**config.mk**
```make
export PLATFORM = sky130hd
export DESIGN_NAME = cgc_top
export DESIGN_NICKNAME = d
export VERILOG_FILES = /design/src/rtl/cgc_top.v /design/src/rtl/cgc_settle.v /design/src/rtl/cgc_switch.v
export VERILOG_INCLUDE_DIRS = /design/src /design/src/rtl
export SDC_FILE = /design/constraint.sdc
export NUM_CORES = 1
export LEC_CHECK = 0
export ABC_CLOCK_PERIOD_IN_PS = 4980
export BUFFER_PORTS_ARGS = -buffer_cell sky130_fd_sc_hd__buf_2
export CORE_UTILIZATION = 35
export CTS_BUF_LIST = sky130_fd_sc_hd__clkbuf_16
export CTS_CLUSTER_DIAMETER = 200
export CTS_CLUSTER_SIZE = 12
export DETAILED_ROUTE_END_ITERATION = 8
export SYNTH_ARGS = -nofsm -noshare
export SYNTH_HDL_FRONTEND = slang
export SYNTH_SLANG_ARGS = --single-unit
```
**constraint.sdc**
```tcl
create_clock -name aclk -period 4.98 [get_ports aclk]
set_clock_uncertainty 0.05 [all_clocks]
set_input_delay 0.996 -clock aclk [delete_from_list [all_inputs] [get_ports aclk]]
set_output_delay 0.996 -clock aclk [all_outputs]
set_load 0.01 [all_outputs]
```
**src/rtl/cgc_consts.vh**
```
// constants for the clock generation control block
`ifndef CGC_CONSTS_VH
`define CGC_CONSTS_VH
// register byte offsets
`define CGC_MODE_CTRL    8'h00
`define CGC_MAIN_CTRL    8'h04
`define CGC_SUB_CTRL     8'h08
`define CGC_FAST_CTRL    8'h0c
`define CGC_MID_CTRL     8'h10
`define CGC_SLOW_CTRL    8'h14
`define CGC_SETTLE_STAT  8'h18
`define CGC_SYS_SEL      8'h1c
`define CGC_BUZ_CTRL     8'h20
`define CGC_FAST_TRIM    8'h24
`define CGC_MID_TRIM     8'h28
`define CGC_SLOW_TRIM    8'h2c
`define CGC_CORE_STAT    8'h30
// source codes, also settle flag bit positions
`define CGC_SRC_FAST     3'h0
`define CGC_SRC_MID      3'h1
`define CGC_SRC_SLOW     3'h2
`define CGC_SRC_MAIN     3'h3
`define CGC_SRC_SUB      3'h4
// main oscillator input select field
`define CGC_MAIN_IN_PORT 2'h0
`define CGC_MAIN_IN_XTAL 2'h1
`define CGC_MAIN_IN_EXT  2'h3
// reset values of stop bits, frequency select and trims
`define CGC_STOP_RST     1'h1
`define CGC_FAST_STOP_RST 1'h0
`define CGC_FAST_32M_RST 1'h1
`define CGC_TRIM_RST     8'h80
// settle waits in aclk cycles
`define CGC_WAIT_FAST    16'h0040
`define CGC_WAIT_MID     16'h0020
`define CGC_WAIT_SLOW    16'h0010
`define CGC_WAIT_MAIN    16'h0100
`define CGC_WAIT_SUB     16'h0200
// axi responses
`define CGC_RESP_OKAY    2'h0
`define CGC_RESP_SLVERR  2'h2
`endif

```
**src/rtl/cgc_top.v**
```verilog
// clock generation control: oscillator enables, settle flags, source select
`timescale 1ns/1ps
`default_nettype none
`include "cgc_consts.vh"
module cgc_top (
  input  wire        aclk,             // system clock, 40 MHz
  input  wire        aresetn,          // sync reset, active low
  input  wire [31:0] s_axi_awaddr,     // write address
  input  wire        s_axi_awvalid,    // write address valid
  output reg         s_axi_awready,    // write address ready
  input  wire [31:0] s_axi_wdata,      // write data
  input  wire [3:0]  s_axi_wstrb,      // write strobes
  input  wire        s_axi_wvalid,     // write data valid
  output reg         s_axi_wready,     // write data ready
  output reg  [1:0]  s_axi_bresp,      // write response
  output reg         s_axi_bvalid,     // write response valid
  input  wire        s_axi_bready,     // write response ready
  input  wire [31:0] s_axi_araddr,     // read address
  input  wire        s_axi_arvalid,    // read address valid
  output reg         s_axi_arready,    // read address ready
  output reg  [31:0] s_axi_rdata,      // read data
  output reg  [1:0]  s_axi_rresp,      // read response
  output reg         s_axi_rvalid,     // read response valid
  input  wire        s_axi_rready,     // read response ready
  input  wire        independent_watchdog_en, // watchdog enabled
  input  wire [4:0]  osc_tick,         // raw ticks: fast mid slow main sub
  output reg  [4:0]  osc_run,          // oscillator enables, same order
  output reg         fast_osc_32m,     // fast oscillator at 32 MHz
  output reg  [7:0]  fast_osc_trim,    // fast oscillator trim
  output reg  [7:0]  mid_osc_trim,     // mid oscillator trim
  output reg  [7:0]  slow_osc_trim,    // slow oscillator trim
  output reg         main_osc_input_pin_ext, // main input takes digital clock
  output reg         main_osc_out_pin_oe_n,  // second pin drive enable, low drives
  output reg         main_osc_pins_port,     // pins act as port pins
  output reg         core_system_clock_en,   // core clock enable pulse
  output reg         flash_clock_en,         // flash program/erase clock enable
  output reg         clock_buzzer_output     // clock buzzer output pin
);
  // software visible controls
  reg [1:0] main_osc_input_select;
  reg       main_osc_stop_bit;
  reg       sub_stop;
  reg       fast_stop;
  reg       mid_stop;
  reg       slow_stop;
  reg [2:0] sys_req;
  reg       buz_en;
  reg [2:0] buz_src;
  reg [3:0] buz_div;
  // bus state
  reg [7:0] wr_addr;
  reg       aw_held;
  reg [31:0] wr_data;
  reg [3:0] wr_strb;
  reg       w_held;
  wire [4:0] osc_settle_status;
  wire [2:0] cur_src;
  wire       sw_busy;
  wire       core_tick;
  wire [4:0] next_run;
  wire [15:0] wait_tab [0:4];
  reg [31:0] rd_word;
  reg       rd_ok;
  reg [15:0] buz_cnt;
  reg [4:0] gated_tick;
  integer   i;

  // each oscillator runs from its own stop bit, main also needs a non-port input select; the watchdog forces slow on
  assign next_run[`CGC_SRC_FAST] = !fast_stop;
  assign next_run[`CGC_SRC_MID]  = !mid_stop;
  assign next_run[`CGC_SRC_SLOW] = !slow_stop || independent_watchdog_en;
  assign next_run[`CGC_SRC_MAIN] = !main_osc_stop_bit &&
                                   (main_osc_input_select != `CGC_MAIN_IN_PORT);
  assign next_run[`CGC_SRC_SUB]  = !sub_stop;
  assign wait_tab[0] = `CGC_WAIT_FAST;
  assign wait_tab[1] = `CGC_WAIT_MID;
  assign wait_tab[2] = `CGC_WAIT_SLOW;
  assign wait_tab[3] = `CGC_WAIT_MAIN;
  assign wait_tab[4] = `CGC_WAIT_SUB;

  // one settle timer per oscillator
  genvar g;
  generate
    for (g = 0; g < 5; g = g + 1) begin : settle
      cgc_settle u_settle (
        .aclk     (aclk),
        .aresetn  (aresetn),
        .run      (osc_run[g]),
        .wait_len (wait_tab[g]),
        .stable   (osc_settle_status[g])
      );
    end
  endgenerate

  // ticks of unsettled oscillators never reach the switch
  always @* begin
    for (i = 0; i < 5; i = i + 1) begin
      gated_tick[i] = osc_tick[i] & osc_settle_status[i];
    end
  end

  cgc_switch u_switch (
    .aclk      (aclk),
    .aresetn   (aresetn),
    .tick      (gated_tick),
    .req_src   (sys_req),
    .cur_src   (cur_src),
    .busy      (sw_busy),
    .core_tick (core_tick)
  );

  // register outputs to the oscillators and pins
  always @(posedge aclk) begin
    if (!aresetn) begin
      osc_run                <= 5'h01;
      main_osc_input_pin_ext <= 1'b0;
      main_osc_out_pin_oe_n  <= 1'b1;
      main_osc_pins_port     <= 1'b1;
      core_system_clock_en   <= 1'b0;
      flash_clock_en         <= 1'b0;
    end else begin
      osc_run                <= next_run;
      main_osc_input_pin_ext <= (main_osc_input_select == `CGC_MAIN_IN_EXT);
      // external clock: second pin released; crystal: second pin drives
      main_osc_out_pin_oe_n  <= (main_osc_input_select != `CGC_MAIN_IN_XTAL);
      main_osc_pins_port     <= (main_osc_input_select == `CGC_MAIN_IN_PORT);
      core_system_clock_en   <= core_tick;
      flash_clock_en         <= core_tick;
    end
  end

  // buzzer output: selected internal clock divided by a power of two
  always @(posedge aclk) begin
    if (!aresetn) begin
      buz_cnt             <= 16'h0000;
      clock_buzzer_output <= 1'b0;
    end else if (!buz_en) begin
      buz_cnt             <= 16'h0000;
      clock_buzzer_output <= 1'b0;
    end else if (buz_src <= `CGC_SRC_SUB && gated_tick[buz_src]) begin
      buz_cnt <= buz_cnt + 16'h0001;
      if (buz_div == 4'h0) begin
        clock_buzzer_output <= ~clock_buzzer_output;
      end else if (buz_cnt[buz_div - 4'h1] == 1'b1 &&
                   (buz_cnt & ((16'h0001 << (buz_div - 4'h1)) - 16'h0001)) ==
                   ((16'h0001 << (buz_div - 4'h1)) - 16'h0001)) begin
        clock_buzzer_output <= ~clock_buzzer_output;
      end
    end
  end

  // write channel: take address and data in either order, then respond
  always @(posedge aclk) begin
    if (!aresetn) begin
      s_axi_awready <= 1'b0;
      s_axi_wready  <= 1'b0;
      s_axi_bvalid  <= 1'b0;
      s_axi_bresp   <= `CGC_RESP_OKAY;
      aw_held       <= 1'b0;
      w_held        <= 1'b0;
      wr_addr       <= 8'h00;
      wr_data       <= 32'h00000000;
      wr_strb       <= 4'h0;
      main_osc_input_select <= `CGC_MAIN_IN_PORT;
      main_osc_stop_bit     <= `CGC_STOP_RST;
      sub_stop      <= `CGC_STOP_RST;
      mid_stop      <= `CGC_STOP_RST;
      slow_stop     <= `CGC_STOP_RST;
      fast_stop     <= `CGC_FAST_STOP_RST;
      fast_osc_32m  <= `CGC_FAST_32M_RST;
      sys_req       <= `CGC_SRC_FAST;
      buz_en        <= 1'b0;
      buz_src       <= `CGC_SRC_FAST;
      buz_div       <= 4'h0;
      fast_osc_trim <= `CGC_TRIM_RST;
      mid_osc_trim  <= `CGC_TRIM_RST;
      slow_osc_trim <= `CGC_TRIM_RST;
    end else begin
      s_axi_awready <= 1'b0;
      s_axi_wready  <= 1'b0;
      if (s_axi_awvalid && !aw_held && !s_axi_awready && !s_axi_bvalid) begin
        s_axi_awready <= 1'b1;
        aw_held       <= 1'b1;
        wr_addr       <= s_axi_awaddr[7:0];
      end
      if (s_axi_wvalid && !w_held && !s_axi_wready && !s_axi_bvalid) begin
        s_axi_wready <= 1'b1;
        w_held       <= 1'b1;
        wr_data      <= s_axi_wdata;
        wr_strb      <= s_axi_wstrb;
      end
      if (s_axi_bvalid && s_axi_bready) begin
        s_axi_bvalid <= 1'b0;
      end
      if (aw_held && w_held && !s_axi_bvalid) begin
        aw_held      <= 1'b0;
        w_held       <= 1'b0;
        s_axi_bvalid <= 1'b1;
        s_axi_bresp  <= `CGC_RESP_OKAY;
        if (wr_strb[0]) begin
          case (wr_addr)
            `CGC_MODE_CTRL: main_osc_input_select <= wr_data[1:0];
            `CGC_MAIN_CTRL: main_osc_stop_bit <= wr_data[0];
            `CGC_SUB_CTRL:  sub_stop  <= wr_data[0];
            `CGC_FAST_CTRL: begin
              fast_stop    <= wr_data[0];
              fast_osc_32m <= wr_data[1];
            end
            `CGC_MID_CTRL:  mid_stop  <= wr_data[0];
            `CGC_SLOW_CTRL: slow_stop <= wr_data[0];
            `CGC_SYS_SEL: begin
              // a source that is not settled is refused and the request stays
              if (wr_data[2:0] <= `CGC_SRC_SUB && osc_settle_status[wr_data[2:0]]) begin
                sys_req <= wr_data[2:0];
              end else begin
                s_axi_bresp <= `CGC_RESP_SLVERR;
              end
            end
            `CGC_BUZ_CTRL: begin
              buz_en  <= wr_data[0];
              buz_src <= wr_data[3:1];
              buz_div <= wr_data[7:4];
            end
            `CGC_FAST_TRIM: fast_osc_trim <= wr_data[7:0];
            `CGC_MID_TRIM:  mid_osc_trim  <= wr_data[7:0];
            `CGC_SLOW_TRIM: slow_osc_trim <= wr_data[7:0];
            `CGC_SETTLE_STAT, `CGC_CORE_STAT: s_axi_bresp <= `CGC_RESP_OKAY;
            default: s_axi_bresp <= `CGC_RESP_SLVERR;
          endcase
        end
      end
    end
  end

  // read mux, read back lets software confirm a frequency change
  always @* begin
    rd_ok   = 1'b1;
    rd_word = 32'h00000000;
    case (s_axi_araddr[7:0])
      `CGC_MODE_CTRL:   rd_word = {30'h00000000, main_osc_input_select};
      `CGC_MAIN_CTRL:   rd_word = {31'h00000000, main_osc_stop_bit};
      `CGC_SUB_CTRL:    rd_word = {31'h00000000, sub_stop};
      `CGC_FAST_CTRL:   rd_word = {30'h00000000, fast_osc_32m, fast_stop};
      `CGC_MID_CTRL:    rd_word = {31'h00000000, mid_stop};
      `CGC_SLOW_CTRL:   rd_word = {31'h00000000, slow_stop};
      `CGC_SETTLE_STAT: rd_word = {27'h0000000, osc_settle_status};
      `CGC_SYS_SEL:     rd_word = {29'h00000000, sys_req};
      `CGC_BUZ_CTRL:    rd_word = {24'h000000, buz_div, buz_src, buz_en};
      `CGC_FAST_TRIM:   rd_word = {24'h000000, fast_osc_trim};
      `CGC_MID_TRIM:    rd_word = {24'h000000, mid_osc_trim};
      `CGC_SLOW_TRIM:   rd_word = {24'h000000, slow_osc_trim};
      `CGC_CORE_STAT:   rd_word = {24'h000000, osc_run, sw_busy, cur_src[1:0]} |
                                  {29'h00000000, cur_src[2], 2'h0} << 6;
      default:          rd_ok   = 1'b0;
    endcase
  end

  // read channel: accept and registered data in the same cycle
  always @(posedge aclk) begin
    if (!aresetn) begin
      s_axi_arready <= 1'b0;
      s_axi_rvalid  <= 1'b0;
      s_axi_rdata   <= 32'h00000000;
      s_axi_rresp   <= `CGC_RESP_OKAY;
    end else begin
      s_axi_arready <= 1'b0;
      if (s_axi_rvalid && s_axi_rready) begin
        s_axi_rvalid <= 1'b0;
      end
      if (s_axi_arvalid && !s_axi_arready && !s_axi_rvalid) begin
        s_axi_arready <= 1'b1;
        s_axi_rvalid  <= 1'b1;
        s_axi_rdata   <= rd_word;
        s_axi_rresp   <= rd_ok ? `CGC_RESP_OKAY : `CGC_RESP_SLVERR;
      end
    end
  end
endmodule
`default_nettype wire

```
**src/rtl/cgc_settle.v**
```verilog
// one oscillator settle timer: counts from start, flags stable, clears on stop
`timescale 1ns/1ps
`default_nettype none
module cgc_settle (
  input  wire        aclk,      // system clock
  input  wire        aresetn,   // sync reset, active low
  input  wire        run,       // oscillator enabled
  input  wire [15:0] wait_len,  // settle wait in cycles
  output reg         stable     // settle wait elapsed
);
  reg [15:0] count;
  // restart the wait on every stop so a brief stop cannot leave a stale flag
  always @(posedge aclk) begin
    if (!aresetn) begin
      count  <= 16'h0000;
      stable <= 1'b0;
    end else if (!run) begin
      count  <= 16'h0000;
      stable <= 1'b0;
    end else if (count == wait_len) begin
      stable <= 1'b1;
    end else begin
      count <= count + 16'h0001;
    end
  end
endmodule
`default_nettype wire

```
**src/rtl/cgc_switch.v**
```verilog
// glitch free changeover of the system clock source as an enable stream
`timescale 1ns/1ps
`default_nettype none
`include "cgc_consts.vh"
module cgc_switch (
  input  wire       aclk,       // system clock
  input  wire       aresetn,    // sync reset, active low
  input  wire [4:0] tick,       // per source one cycle ticks
  input  wire [2:0] req_src,    // requested source
  output reg  [2:0] cur_src,    // source now in use
  output reg        busy,       // changeover under way
  output reg        core_tick   // core system clock enable
);
  localparam ST_RUN  = 2'h0;
  localparam ST_OLD  = 2'h1;
  localparam ST_NEW  = 2'h2;
  reg [1:0] state;
  reg [2:0] pend;
  // wait for a tick of the old source, then a tick of the new, no tick between
  always @(posedge aclk) begin
    if (!aresetn) begin
      state     <= ST_RUN;
      cur_src   <= `CGC_SRC_FAST;
      pend      <= `CGC_SRC_FAST;
      busy      <= 1'b0;
      core_tick <= 1'b0;
    end else begin
      core_tick <= 1'b0;
      case (state)
        ST_RUN: begin
          core_tick <= tick[cur_src];
          if (req_src != cur_src) begin
            pend  <= req_src;
            busy  <= 1'b1;
            state <= ST_OLD;
          end
        end
        ST_OLD: begin
          if (tick[cur_src]) begin
            state <= ST_NEW;
          end
        end
        ST_NEW: begin
          // the suppressed ticks stretch the core period during changeover
          if (tick[pend]) begin
            cur_src   <= pend;
            core_tick <= 1'b1;
            busy      <= 1'b0;
            state     <= ST_RUN;
          end
        end
        default: state <= ST_RUN;
      endcase
    end
  end
endmodule
`default_nettype wire

```
# After elaboration in Yosys (flattened, before gate mapping)
# Index checks and enable logic that the tools add are counted.
dict set report op_classes {
  addsub 8
  magnitude_cmp 7
  eq_ne 38
  n_shift 1
  n_mux 34
  bitwise 9
  n_reduce_logical 64
}
# op count
set op_table {}
lappend op_table {{case mux 9 bit (13 select lines)} 1}
lappend op_table {{adder 16 x 1 -> 16 bit, second input constant} 6}
lappend op_table {{== test 8 x 6 -> 1 bit, second input constant} 10}
lappend op_table {{== test 8 x 5 -> 1 bit, second input constant} 8}
lappend op_table {{AND reduction 3 bit} 12}
lappend op_table {{== test 8 x 4 -> 1 bit, second input constant} 4}
lappend op_table {{two-way mux 1 bit} 18}
lappend op_table {{AND reduction 2 bit} 9}
lappend op_table {{AND 16 bit} 1}
lappend op_table {{== test 16 x 10 -> 1 bit, second input constant} 1}
lappend op_table {{== test 16 bit} 1}
lappend op_table {{== test 16 x 5 -> 1 bit, second input constant} 1}
lappend op_table {{== test 16 x 6 -> 1 bit, second input constant} 1}
lappend op_table {{== test 16 x 7 -> 1 bit, second input constant} 1}
lappend op_table {{== test 16 x 9 -> 1 bit, second input constant} 1}
lappend op_table {{== test 8 x 3 -> 1 bit, second input constant} 2}
lappend op_table {{logical AND 1 bit} 16}
lappend op_table {{logical NOT 8 bit} 2}
lappend op_table {{less-than comparator 3 x 4 -> 1 bit, second input constant} 4}
lappend op_table {{<< shifter 1 x 4 -> 16 bit, first input constant} 1}
lappend op_table {{subtractor 16 x 1 -> 16 bit, second input constant} 1}
lappend op_table {{OR reduction 13 bit} 1}
lappend op_table {{binary-select mux 1 bit (select 3 bit)} 4}
lappend op_table {{logical NOT 1 bit} 12}
lappend op_table {{other kinds (22)} 43}
dict set report totals {
  reg_bits 224
  input_bits 113
  out_inout_bits 77
  wordCells 210
}

# Logic depth before layout (Yosys ltp)
dict set report logic_depth {
  ltp_word 8
  ltp_mapped 16
  depth_no_buf 14
}

# Modules after synthesis
# From an unflattened synthesis, not the netlist that was laid out.
dict set report hier_totals {
  cells_unflattened 1318
  hier_area_um2 11287.1
}
# module n_inst cells_per_inst area_each_um2 seq_area_each_um2
set by_module_without_submodules {}
lappend by_module_without_submodules {cgc_top 1 690 5735.5 2082.0}
lappend by_module_without_submodules {cgc_settle 5 114 1008.5 340.3}
lappend by_module_without_submodules {cgc_switch 1 58 509.2 200.2}

# Worst setup path after synthesis
# OpenSTA, ideal clock, no wires.
dict set report synth_path {
  path_kind {reg2reg}
  startpoint {reg buz_div[0]}
  endpoint {reg clock_buzzer_output}
  setup_time_ns 0.119
  t_arrival_ns 3.038
  required_ns 4.811
  path_slack_ns 1.773
  stages_incl_launch_ff 16
  n_path_buf 2
  period_less_slack_ns 3.207
  cell_sequence {dfxtp_1 > buf_6 > inv_1 > ha_1 > buf_2 > o41ai_4 > nand2_1 > ha_1 > nand2b_1 > o21ai_0 > a2bb2o_1 > nor4_1 > o2111ai_1 > nor4_2 > mux2i_1 > nand2_1}
}
dict set report synth_via {
  elab_chain_cells 8
  word_cells_on_any_way 12
  classes_between {add/sub (2); eq/ne (1); shift (1); mux (3); bitwise (1); reduce/logical (4)}
}
# item line
set synth_lines {}
lappend synth_lines {{start, declared} cgc_top.v:49} ;# reg [3:0] buz_div;
lappend synth_lines {{start signal, assigned} cgc_top.v:222} ;# buz_div <= wr_data[7:4];
lappend synth_lines {{subtractor 4 x 1 -> 4 bit} {cgc_top.v:144, cgc_top.v:145, cgc_top.v:146}}
lappend synth_lines {{<< shifter 1 x 4 -> 16 bit} {cgc_top.v:145, cgc_top.v:146}}
lappend synth_lines {{subtractor 16 x 1 -> 16 bit} {cgc_top.v:145, cgc_top.v:146}}
lappend synth_lines {{AND 16 bit} cgc_top.v:145} ;# (buz_cnt & ((16'h0001 << (buz_div - 4'h1)) - 16'h0001)) ==
lappend synth_lines {{== test 16 bit} cgc_top.v:145}
lappend synth_lines {{logical AND 1 bit} cgc_top.v:144} ;# end else if (buz_cnt[buz_div - 4'h1] == 1'b1 &&
lappend synth_lines {{nonzero test 2 bit (no line)} n/a}
lappend synth_lines {{AND reduction 2 bit (no line)} n/a}
lappend synth_lines {{end signal, assigned} cgc_top.v:143} ;# clock_buzzer_output <= ~clock_buzzer_output;
lappend synth_lines {{end signal, assigned} cgc_top.v:147} ;# clock_buzzer_output <= ~clock_buzzer_output;
lappend synth_lines {{end, declared} cgc_top.v:37} ;# output reg clock_buzzer_output
# Several ways; a longest one is shown, not always the timed one. The select of a mux whose other input is x is not followed.
# A chain may end at the register's enable or synchronous reset.

# Final worst setup path
dict set report layout_path {
  startpoint {reg buz_div[1]}
  endpoint {reg clock_buzzer_output}
}
# Same word-level chain as after synthesis.

==> impl_metrics.json <==
{
  "tns_ns": 0,
  "cts_made_buffers": 17,
  "final_common_cell": "dfxtp_1",
  "reg2regPathDepth": 13,
  "synth_area_leaders": "dfxtp_1 40%, nor2_1 5.3%, xor2_1 5.0%",
  "min_period_over_period": 0.787,
  "final_cells": 1611,
  "io_buffers": 89,
  "worstSetupPathType": "register to register",
  "synth_cell_types": 77,
  "synth_top_family_by_area": "simple AND/OR/NAND/NOR gates",
  "die_y_um": 170,
  "ir_worst_vdd_v": 0.000214,
  "min_path_type": "register to register",
  "rsz0062_at_grt": "no",
  "via_per_inst": 5.04,
  "min-delay-start": "fast_stop",
  "clk_path_buf_depth": 2,
  "cts_tree": "done",
  "ys_ff_latch": 199,
  "start_kind": "register",
  "synth_edf_count": 0,
  "die_x_um": 170,
  "wirelength_um": 23700,
  "fillers": 2842,
  "clock_latency_ns": 0.44,
  "max_cap_viol_count": 0,
  "drc": 0,
  "drt-pass1-iter-count": 5,
  "arrival_ns": 4.19,
  "dominantRegCellSynth": "dfxtp_1",
  "avgRoutedWirePerCell_um": 14.7,
  "hold_path_depth": 1,
  "switchingPower_uw": 803,
  "io_pins": 190,
  "num_rows": 61,
  "pwr-share-comb": 0.046,
  "leakagePower_nw": 4.19,
  "intPower_mw": 2.35,
  "slew_headroom": 0.304,
  "rr_startpoint": "buz_div[1]",
  "synth_compound_area_frac": 0.124,
  "cts-resized-gates": 0,
  "final_cell_mix": "199 x dfxtp_1, 141 x nor2_1, 122 x nand2_1",
  "drt_iter0_drc": 644,
  "place_congestion": 0.930,
  "overflow": 0,
  "cts_max_level": 4,
  "synthXorXnorAreaFrac": 0.0734,
  "worstReg2RegEnd": "clock_buzzer_output",
  "hpwlAfterDp_um": 17300,
  "cts_setup_buffers": 0,
  "swShare": 0.255,
  "max_freq_mhz": 255,
  "grt_max_degree": 62,
  "synth_mux_area_frac": 0.0625,
  "synth_area_um2": 9900,
  "path_clk_slew_ns": 0.08,
  "pwr-share-clk": 0.433,
  "synth_top_cell_by_area": "dfxtp_1",
  "finalSetupViolCount": 0,
  "grt_use_total": 0.166,
  "status": "complete, no violations",
  "worst-endpoint-required_ns": 5.25,
  "drv_slew": 0,
  "setup_ws_ns": 1.06,
  "dieArea_um2": 29000,
  "worst_pin_slew_ns": 1.03,
  "report.final.hold_viol_count": 0,
  "synth_area_per_cell_um2": 8.60,
  "place_inst": 1576,
  "antenna_found_initial": 4,
  "vias": 8118,
  "ctsHoldBuffers": 0,
  "yosysSeqAreaShare": 0.402,
  "whs_ns": 0.383,
  "ant_nets": 0,
  "synth-simple-area-share": 0.261,
  "yosys.area.top_type_share": 0.402,
  "clock-sinks": 199,
  "cp-end-kind": "register",
  "core_area_um2": 27800,
  "sequentialPowerShare": 0.522,
  "synthArstFlopShare": 0,
  "drive_gt1_frac": 0.124,
  "critPathMaxFanout": 21,
  "ys_warn_count": 0,
  "hold_end": "osc_run[0]",
  "syn_inst": 1151,
  "syn_to_final_growth_pct": 12.6,
  "period_minus_slack_ns": 3.92,
  "dp_slack_ns": 1.13,
  "finalNetCount": 1347,
  "grt_pass1_vias": 7615,
  "start_util": 0.356,
  "cts-root-buf": "clkbuf_16",
  "r2r_setup_slack_ns": 1.06,
  "grt_pass1_wl_um": 38200,
  "p_per_area_nw_per_um2": 282,
  "synth_adder_area_share": 0.0225
}
[layer usage]
layer / GRT usage / routed length [µm] / up-vias
li1: - / - / 4106
met1: 0.208 / 10900 / 3802
met2: 0.280 / 11300 / 174
met3: 0.0335 / 1050 / 36
met4: 0.0615 / 452 / 0
met5: 0 / 0 / -
[synth_stat cells (all sizes together), types with 28 or more instances]
cell type / instances
nand2: 122
nor2b: 48
o21ai: 38
a21boi: 28
dfxtp: 199
inv: 36
clkbuf: 34
xor2: 56
a21oi: 33
nor2: 141
mux2i: 45
buf: 38
nand3: 50
[critical path, stage by stage (launching register included)]
cell and delay (ns):
dfxtp_1 0.52, inv_1 0.14, ha_1 0.48, o41ai_4 0.60, nand2_1 0.14, ha_1 0.33, nand2b_1 0.10, o21ai_0 0.10
a2bb2o_1 0.28, nor4_1 0.26, o2111ai_1 0.19, nor4_2 0.35, mux2i_1 0.22, nand2_1 0.06
[sequential cells by signal, summed over array words and instances (netlist names), 2 cells and up]
| name | cells |
|---|---|
| settle.u_settle.count | 80 |
| buz_cnt | 16 |
| s_axi_rdata | 9 |
| fast_osc_trim | 8 |
| mid_osc_trim | 8 |
| slow_osc_trim | 8 |
| wr_addr | 8 |
| wr_data | 8 |
| osc_run | 5 |
| settle.u_settle.stable | 5 |
| buz_div | 4 |
| buz_src | 3 |
| sys_req | 3 |
| u_switch.cur_src | 3 |
| u_switch.pend | 3 |
| main_osc_input_select | 2 |
| u_switch.state | 2 |
[cell type report]
cell class | instances | area [µm²] | area share
Sequential cell | 199 | 3980 | 0.357
Antenna cell | 4 | 10.0 | 0.000898
Tap cell | 378 | 473 | 0.0424
Multi-Input combinational cell | 868 | 5480 | 0.491
Timing Repair Buffer | 95 | 490 | 0.0440
Inverter | 36 | 135 | 0.0121
Clock inverter | 14 | 155 | 0.0139
Clock buffer | 17 | 425 | 0.0381
[cells by family (layout without fill, tap and decap cells)]
group           after synthesis  count (layout)
other cells                   1              29
xor+xnor                     83              83
buf+inv                     108             162
flops                       199             199
mux                          54              54
simple gates                512             512
fa+ha+maj                    18              18
compound gates              176             176
[power by group through the flow]
stage	logic (mW)	registers (mW)	clock network, mW
2_1_floorplan	0.109	1.67	0
5_1_grt	0.162	1.65	1.47
4_1_cts	0.145	1.64	1.40
3_5_place_dp	0.145	1.68	0
6_report	0.144	1.64	1.36
3_3_place_gp	0.143	1.68	0
[worst max path at each step]
stage,start,endpoint,slack [ns],cells past startpoint
3_3_place_gp,buz_div[1],clock_buzzer_output,1.13,13
6_report,buz_div[1],clock_buzzer_output,1.06,13
4_1_cts,buz_div[1],clock_buzzer_output,1.10,13
2_1_floorplan,buz_div[0],clock_buzzer_output,1.77,15
5_1_grt,buz_div[1],clock_buzzer_output,0.75,13
3_5_place_dp,buz_div[1],clock_buzzer_output,1.13,13
[per-stage QoR]
| step | instance area [µm²] | util | total power, mW |
|---|---|---|---|
| floorplan | 9990 | - | 1.78 |
| global placement | 10600 | 0.380 | 1.82 |
| detailed placement | 10600 | 0.380 | 1.83 |
| CTS | 11100 | 0.401 | 3.18 |
| global route | 11200 | 0.401 | 3.27 |
| finish | 11200 | 0.401 | 3.15 |
Note: power is estimated with default switching activity, not from simulation.
